===== src/design/phy_ctrl_pkg.sv =====
// constants for the per-port basic control word, lower half
// assumes a 100 MHz core clock and 100 Mb/s bit rate on the MII side
package phy_ctrl_pkg;
  localparam int REG_ADDR_W = 5;
  localparam int REG_DATA_W = 16;
  localparam logic [REG_ADDR_W-1:0] PORT_BASIC_CONTROL_OFFSET = 5'h00;
  localparam logic [REG_DATA_W-1:0] PORT_BASIC_CONTROL_RESET = 16'h0000;

  localparam int POWER_DOWN_BIT = 11;
  localparam int ISOLATE_BIT = 10;
  localparam int RESTART_AN_BIT = 9;
  localparam int DUPLEX_BIT = 8;
  localparam int COL_TEST_BIT = 7;
  localparam int RESERVED_HI_BIT = 6;
  localparam int RESERVED_LO_BIT = 0;

  // bit times at 100 Mb/s
  localparam int CLK_PERIOD_NS = 10;
  localparam int BIT_TIME_NS = 10;
  localparam int COL_ON_MAX_BITS = 512;
  localparam int COL_OFF_MAX_BITS = 4;
  // longest times round down
  localparam int COL_ON_MAX_CYCLES =
    (COL_ON_MAX_BITS * BIT_TIME_NS) / CLK_PERIOD_NS;
  localparam int COL_OFF_MAX_CYCLES =
    (COL_OFF_MAX_BITS * BIT_TIME_NS) / CLK_PERIOD_NS;

  // synchroniser settle count before the strap is trusted;
  // stage three first holds the strap at the third edge after release
  localparam int STRAP_SETTLE_W = 3;
  localparam logic [STRAP_SETTLE_W-1:0] STRAP_SETTLE_DONE = 3'h4;
endpackage : phy_ctrl_pkg


===== src/design/phy_basic_control_lower_bits.sv =====
// lower half of the per-port basic control word of a 10/100 phy port
// assumes register access by word strobes from the management frame logic,
// and tx enable from the mac already in the core clock domain
`timescale 1ns/1ps
module phy_basic_control_lower_bits (
  input wire logic clk,
  input wire logic rst_n,
  input wire logic clkEn,
  input wire logic [phy_ctrl_pkg::REG_ADDR_W-1:0] regAddr,
  input wire logic regWrite,
  input wire logic [phy_ctrl_pkg::REG_DATA_W-1:0] regWriteData,
  output logic [phy_ctrl_pkg::REG_DATA_W-1:0] regReadData,
  input wire logic power_down_input_pin_n,
  input wire logic duplexStrap,
  input wire logic anEnable,
  input wire logic anStarted,
  input wire logic anFullDuplex,
  input wire logic txEn,
  output logic portPowerDown,
  output logic portIsolate,
  output logic anRestartReq,
  output logic fullDuplex,
  output logic col
);
  import phy_ctrl_pkg::*;

  // pin synchronisers: stage 1 feeds stage 2 only
  logic [2:0] pdPinSync;
  logic [2:0] next_pdPinSync;
  logic [2:0] strapSync;
  logic [2:0] next_strapSync;
  logic pdPinLow;
  logic next_pdPinLow;

  // control bits
  logic powerDownBit;
  logic next_powerDownBit;
  logic isolateBit;
  logic next_isolateBit;
  logic restartBit;
  logic next_restartBit;
  logic duplexBit;
  logic next_duplexBit;
  logic colTestBit;
  logic next_colTestBit;
  logic [STRAP_SETTLE_W-1:0] strapSettle;
  logic [STRAP_SETTLE_W-1:0] next_strapSettle;

  // registered outputs
  logic [REG_DATA_W-1:0] next_regReadData;
  logic next_portPowerDown;
  logic next_portIsolate;
  logic next_anRestartReq;
  logic next_fullDuplex;
  logic next_col;

  logic ctrlWrite;
  logic pdEffective;

  function automatic logic [REG_DATA_W-1:0] pack_word(
    input logic pd,
    input logic iso,
    input logic rst,
    input logic dup,
    input logic ct
  );
    logic [REG_DATA_W-1:0] w;
    w = '0;
    w[POWER_DOWN_BIT] = pd;
    w[ISOLATE_BIT] = iso;
    w[RESTART_AN_BIT] = rst;
    w[DUPLEX_BIT] = dup;
    w[COL_TEST_BIT] = ct;
    return w;
  endfunction : pack_word

  function automatic logic is_ctrl_addr(
    input logic [REG_ADDR_W-1:0] a
  );
    return a == PORT_BASIC_CONTROL_OFFSET;
  endfunction : is_ctrl_addr

  // pin synchronisers and strap settle counter
  always_comb begin
    next_pdPinSync = {pdPinSync[1:0], power_down_input_pin_n};
    next_strapSync = {strapSync[1:0], duplexStrap};
    // a change counts once stages two and three agree
    next_pdPinLow = pdPinLow;
    if (pdPinSync[1] == pdPinSync[2]) begin
      next_pdPinLow = ~pdPinSync[2];
    end

    next_strapSettle = strapSettle;
    if (strapSettle != STRAP_SETTLE_DONE) begin
      next_strapSettle = strapSettle + 1'b1;
    end
  end

  always_ff @(posedge clk) begin
    if (!rst_n) begin
      pdPinSync <= 3'h7;
      strapSync <= 3'h0;
      pdPinLow <= 1'b0;
      strapSettle <= '0;
    end else if (clkEn) begin
      pdPinSync <= next_pdPinSync;
      strapSync <= next_strapSync;
      pdPinLow <= next_pdPinLow;
      strapSettle <= next_strapSettle;
    end
  end

  // control bits
  always_comb begin
    ctrlWrite = regWrite && is_ctrl_addr(regAddr);

    next_duplexBit = duplexBit;
    next_powerDownBit = powerDownBit;
    next_isolateBit = isolateBit;
    next_colTestBit = colTestBit;
    next_restartBit = restartBit;

    // negotiation has begun: self clear
    if (anStarted) begin
      next_restartBit = 1'b0;
    end

    if (ctrlWrite) begin
      next_powerDownBit = regWriteData[POWER_DOWN_BIT];
      next_isolateBit = regWriteData[ISOLATE_BIT];
      next_duplexBit = regWriteData[DUPLEX_BIT];
      next_colTestBit = regWriteData[COL_TEST_BIT];
      // writing zero leaves a pending restart alone
      if (regWriteData[RESTART_AN_BIT] && anEnable) begin
        next_restartBit = 1'b1;
      end
      // bits 6:0 have no storage, so writes there vanish
    end

    // strap lands last so a write during settling cannot beat it;
    // taken only once stage three holds a real sample, not reset fill
    if (strapSettle == STRAP_SETTLE_DONE - 1'b1) begin
      next_duplexBit = strapSync[2];
    end

    // pin low wins over a software clear in the same cycle
    if (pdPinLow) begin
      next_powerDownBit = 1'b1;
    end
  end

  always_ff @(posedge clk) begin
    if (!rst_n) begin
      powerDownBit <= PORT_BASIC_CONTROL_RESET[POWER_DOWN_BIT];
      isolateBit <= PORT_BASIC_CONTROL_RESET[ISOLATE_BIT];
      restartBit <= PORT_BASIC_CONTROL_RESET[RESTART_AN_BIT];
      duplexBit <= PORT_BASIC_CONTROL_RESET[DUPLEX_BIT];
      colTestBit <= PORT_BASIC_CONTROL_RESET[COL_TEST_BIT];
    end else if (clkEn) begin
      powerDownBit <= next_powerDownBit;
      isolateBit <= next_isolateBit;
      restartBit <= next_restartBit;
      duplexBit <= next_duplexBit;
      colTestBit <= next_colTestBit;
    end
  end

  // registered outputs
  always_comb begin
    pdEffective = powerDownBit | pdPinLow;

    next_regReadData = '0;
    if (is_ctrl_addr(regAddr)) begin
      next_regReadData = pack_word(powerDownBit, isolateBit, restartBit,
                                   duplexBit, colTestBit);
    end

    next_portPowerDown = pdEffective;
    next_portIsolate = isolateBit;
    next_anRestartReq = restartBit & anEnable & ~pdEffective;
    // port mode ignores the bit while negotiation runs
    next_fullDuplex = anEnable ? anFullDuplex : duplexBit;
    // one cycle each way, far inside both bounds; quiet when cut off
    next_col = colTestBit & txEn & ~isolateBit & ~pdEffective;
  end

  always_ff @(posedge clk) begin
    if (!rst_n) begin
      regReadData <= '0;
      portPowerDown <= 1'b0;
      portIsolate <= 1'b0;
      anRestartReq <= 1'b0;
      fullDuplex <= 1'b0;
      col <= 1'b0;
    end else if (clkEn) begin
      regReadData <= next_regReadData;
      portPowerDown <= next_portPowerDown;
      portIsolate <= next_portIsolate;
      anRestartReq <= next_anRestartReq;
      fullDuplex <= next_fullDuplex;
      col <= next_col;
    end
  end
endmodule : phy_basic_control_lower_bits


===== config.mk =====
export PLATFORM = sky130hd
export DESIGN_NAME = phy_basic_control_lower_bits
export DESIGN_NICKNAME = d
export VERILOG_FILES = /design/src/design/phy_ctrl_pkg.sv /design/src/design/phy_basic_control_lower_bits.sv
export SDC_FILE = /design/constraint.sdc
export NUM_CORES = 1
export LEC_CHECK = 0
export BUFFER_PORTS_ARGS = -buffer_cell sky130_fd_sc_hd__buf_4
export CAP_MARGIN = 10
export CORE_ASPECT_RATIO = 0.75
export CORE_MARGIN = 2
export CORE_UTILIZATION = 49
export DETAILED_ROUTE_END_ITERATION = 12
export PLACE_DENSITY = 0.89
export SETUP_SLACK_MARGIN = 0.02
export SLEW_MARGIN = 30
export SYNTH_ARGS = -nofsm -noshare
export SYNTH_HDL_FRONTEND = slang
export SYNTH_SLANG_ARGS = --single-unit

===== constraint.sdc =====
create_clock -name clk -period 2.55 [get_ports clk]
set_input_delay 0.1275 -clock clk [delete_from_list [all_inputs] [get_ports clk]]
set_output_delay 0.1275 -clock clk [all_outputs]
set_load 0.02 [all_outputs]

Word-level counts from Yosys, hierarchy flattened

Index checks and enable logic that the tools add are counted.
Widths: inputs -> output; s select.

Shift operators: 0
$lt $le $gt $ge: 0
Add/subtract/negate cells: 1
Equality and inequality tests: 3
Reductions and logical operators: 10
Bitwise logic cells: 9
$mul: 0
Divide/modulo/power cells: 0
Muxes and demuxes: 9

Operators by type and width:

| operator            | number |
|---|---|
| $mux 12             | 1 |
| $reduce_and 2->1    | 5 |
| $mux 1              | 8 |
| $and 1x1->1         | 5 |
| $logic_not 5->1     | 1 |
| $reduce_bool 2->1   | 2 |
| $add 3x1->3 const B | 1 |
| $eq 3x2->1 const B  | 1 |
| $ne 3x3->1 const B  | 1 |
| $not 1->1           | 3 |
| $logic_and 1x1->1   | 2 |
| $eq 1x1->1          | 1 |
| $or 1x1->1          | 1 |

Memories: 0
Latch bits: 0
Memory bits (read-only): 0
Output and inout bits: 21
Input bits: 31
Bits in writable memories: 0
Register bits after elaboration: 36

Longest topological paths before layout

Depth in word-level cells: 4
Mapped depth: 5
Gate-level depth less buffers: 5

Least setup slack after synthesis

OpenSTA, ideal clock, no wires.

Path kind: reg2reg
From: register strapSettle[0]
To: register duplexBit
Cell stages (with the launch flop): 5
Clock period less this slack: 1.190 ns
Path buffers: 0
Arrival: 1.057 ns
Required time: 2.417 ns
Setup slack: 1.360 ns
Cell sequence: dfxtp_1 > ha_1 > ha_1 > a221oi_2 > a211oi_2

Longest elaborated chain between the ends: 3
Elaborated cells on any way between the ends: 4
Those cells by class: 1 x eq/ne; 1 x mux; 2 x reduce/logical

Ends and longest elaborated chain:

| element                            | RTL line                            | text |
|---|---|---|
| from (decl)                        | phy_basic_control_lower_bits.sv:46  | `logic [STRAP_SETTLE_W-1:0] strapSettle;` |
| from (signal assigned)             | phy_basic_control_lower_bits.sv:109 | `strapSettle <= next_strapSettle;` |
| $eq 3x2->1 *                       | phy_basic_control_lower_bits.sv:142 | `if (strapSettle == STRAP_SETTLE_DONE - 1'b1) begin` |
| $reduce_bool 2->1 (no source line) | -                                   |  |
| $reduce_and 2->1 (no source line)  | -                                   |  |
| to (signal assigned)               | phy_basic_control_lower_bits.sv:157 | `duplexBit <= PORT_BASIC_CONTROL_RESET[DUPLEX_BIT];` |
| to (signal assigned)               | phy_basic_control_lower_bits.sv:163 | `duplexBit <= next_duplexBit;` |
| to (decl)                          | phy_basic_control_lower_bits.sv:42  | `logic duplexBit;` |

Mark *: on every way between the ends. The rest lies on a longest branch, timed or not.
A chain may end at the register's enable or synchronous reset.

Worst setup path after layout

Same ends and word-level chain as after synthesis.

==> results.py <==
metrics = {
    "outcome": {
        "status": "completed",
    },
    "timing": {
        "period_share": 0.510,
        "hold_viol": 0,
        "tightestPinTransition_ns": 0.683,
        "setup_viol": 0,
        "slew_headroom": 0.544,
        "tns_ns": 0,
        "skew_ns": 0.00180,
        "rsz0062_at_grt": "no",
        "max_freq_ghz": 0.769,
        "slew_violations": 0,
        "fin_crit_ns": 1.30,
    },
    "flow_run": {
        "cap_violations": 0,
    },
    "die": {
        "pin_count": 52,
        "dieArea_sq_mm": 0.00278,
        "initial_core_util": 0.512,
        "die_h_microns": 46.2,
        "core-area_sq_mm": 0.00227,
        "fp-row-count": 15,
        "die_x_microns": 60.3,
    },
    "grt": {
        "grtUsageMet3": 0.0506,
        "grtUsageTotal": 0.175,
        "grt_pass1_vias": 840,
        "grtUsageMet1": 0.229,
        "grt_max_degree": 29,
        "met2_usage": 0.296,
        "antenna_found_initial": 0,
        "grt_pass1_wl_mm": 3.62,
        "grt_overflow": 0,
        "grt_busiest_layer": "met2",
    },
    "clock_network": {
        "cts_max_path_buffers": 2,
        "cts_resized": 0,
        "root_buffer": "clkbuf_4",
        "cts_tree": "yes",
        "clock_sinks": 25,
        "clk_latency_ns": 0.32,
        "cts_buffers": 3,
        "path_clk_slew_ns": 0.13,
        "postCtsSetupBuffers": 0,
        "htreeDepth": 1,
    },
    "drt": {
        "routed_wl_mm": 2.32,
        "vias_per_cell": 5.12,
        "drtAntennaViolNets": 0,
        "first_pass_iters": 4,
        "drc": 0,
        "drtIter0Drc": 34,
        "via_count": 973,
        "detail_route.wl_per_cell_microns": 12.2,
    },
    "power_and_ir_drop": {
        "power_density_mw_per_mm2": 500,
        "peakVddDrop_mv": 0.396,
        "cellLeakagePower_nw": 0.584,
    },
    "critical_path": {
        "crit_top_cell": "ha_1",
        "cpMaxStageDelayCell": "dfxtp_1",
        "critPathMaxStageDelay_ns": 0.36,
        "start_kind": "flip-flop",
        "cp-end-kind": "flip-flop",
        "crit_arrival_ns": 1.50,
        "required_ns": 2.75,
        "path_cells": "ha_1 > ha_1 > a221oi_2 > a211oi_2",
        "setup.worst_path.class": "reg2reg",
        "critPathMaxFanout": 3,
    },
    "synth": {
        "synth_ff_type": "dfxtp_1",
        "synth_cell_type_count": 31,
        "yosysSeqAreaShare": 0.430,
        "syn_inst": 128,
        "synth-edff-count": 0,
        "netlist_area_sq_mm": 0.00116,
        "avgSynthCellArea_sq_um": 9.09,
        "ys_warn_count": 0,
        "ys_ff_latch": 25,
        "async_flop_share": 0,
    },
    "cells_and_area": {
        "fill_cells": 196,
        "final-seq-area_sq_um": 500,
        "final_cell_mix": "29 x buf_4, 25 x dfxtp_1, 15 x nand2_1",
        "multi_input_area_sq_um": 572,
        "final_area_sq_mm": 0.00139,
        "syn_to_final_growth_pct": 19.2,
        "layout.nets": 191,
        "layout.cells.most_common": "buf_4",
        "drive_above_1_share": 0.244,
        "diodes": 0,
    },
    "worst_hold_path": {
        "hp-class": "in2reg",
    },
    "placement": {
        "port-buffer-count": 29,
        "post_dp_cell_area_sq_mm": 0.00135,
        "dp_hpwl_mm": 1.69,
        "gp_congestion": 0.775,
    },
}
-- power breakdown --
part / leakage, nW / switching (mW) / internal (mW) / total (mW)
Sequential: 0.203 / 0.00799 / 0.402 / 0.410
Clock: 0.0150 / 0.117 / 0.0613 / 0.178
Combinational: 0.366 / 0.0605 / 0.0449 / 0.105
-- repair_timing --
action,CTS,global route
hold buffers,1,0
setup endpoints to repair,0,0
hold endpoints to repair,3,0
-- flip-flops by register name, summed over array words and instances, names as in the netlist, 3 cells and up --
register and count:
regReadData 5, strapSettle 3, pdPinSync 3, strapSync 3
-- worst max-delay path, delay by kind of cell, from the launching register on --
kind | cells | cell delay (ns)
compound gates | 2 | 0.36
fa+ha+maj | 2 | 0.45
flops | 1 | 0.36
-- Yosys cell counts (all sizes together) (2+ instances only) --
library cell	number	area (sq um)
a211oi	3	27.5
a21oi	11	55.1
buf	14	103
clkbuf	2	7.51
dfxtp	25	500
ha	3	37.5
inv	4	15.0
mux2i	9	90.1
nand2	15	56.3
nand3	4	20.0
nand4	7	43.8
nor2	11	41.3
o21ai	5	25.0
-- final cells by class --
class,instances,share of cell area
well taps,34,0.0307
multi-input cells,92,0.412
repair buffers,30,0.164
inverters,5,0.0135
flip-flops and latches,25,0.361
clock buffers,4,0.0189
-- metal layers --
| layer | up-vias | routed length, microns |
|---|---|---|
| li1 | 482 | - |
| met1 | 443 | 1040 |
| met2 | 44 | 1090 |
| met3 | 4 | 172 |
| met4 | 0 | 21 |
| met5 | - | 0 |
-- stage by stage --
stage,power [mW],util,cells,hold slack [ns],setup WS (ns)
3_5_place_dp,0.522,0.595,185,0.326,1.26
5_1_grt,0.718,0.611,190,0.00989,1.20
3_3_place_gp,0.516,0.595,185,0.324,1.31
4_1_cts,0.696,0.611,190,0.00804,1.25
6_report,0.693,0.611,190,0.0133,1.25
2_1_floorplan,0.497,-,138,0.189,1.36
-- cells by family (layout without fill, tap and decap cells) --
kind of cell / count (synthesis) / after routing / share of synthesized area
AO/OA/AOI/OAI: 24 / 24 / 0.133
XOR/XNOR: 1 / 1 / 0.00753
adder cells (fa/ha/maj): 3 / 3 / 0.0323
buffers and inverters: 21 / 39 / 0.111
flip-flops: 25 / 25 / 0.430
multiplexers: 9 / 9 / 0.0774
other: 1 / 11 / 0.00322
AND/OR/NAND/NOR: 44 / 44 / 0.205
-- worst paths after layout --
path	startpoint	to	slack, ns	cells past startpoint
setup / recovery	strapSettle[0]	duplexBit	1.25	4
hold / removal	power_down_input_pin_n	pdPinSync[0]	0.01	3
setup reg to reg	strapSettle[0]	duplexBit	1.25	4
hold reg to reg	regReadData[11]	regReadData[11]	0.48	2
No activity file was read; power rests on OpenSTA's default activity.
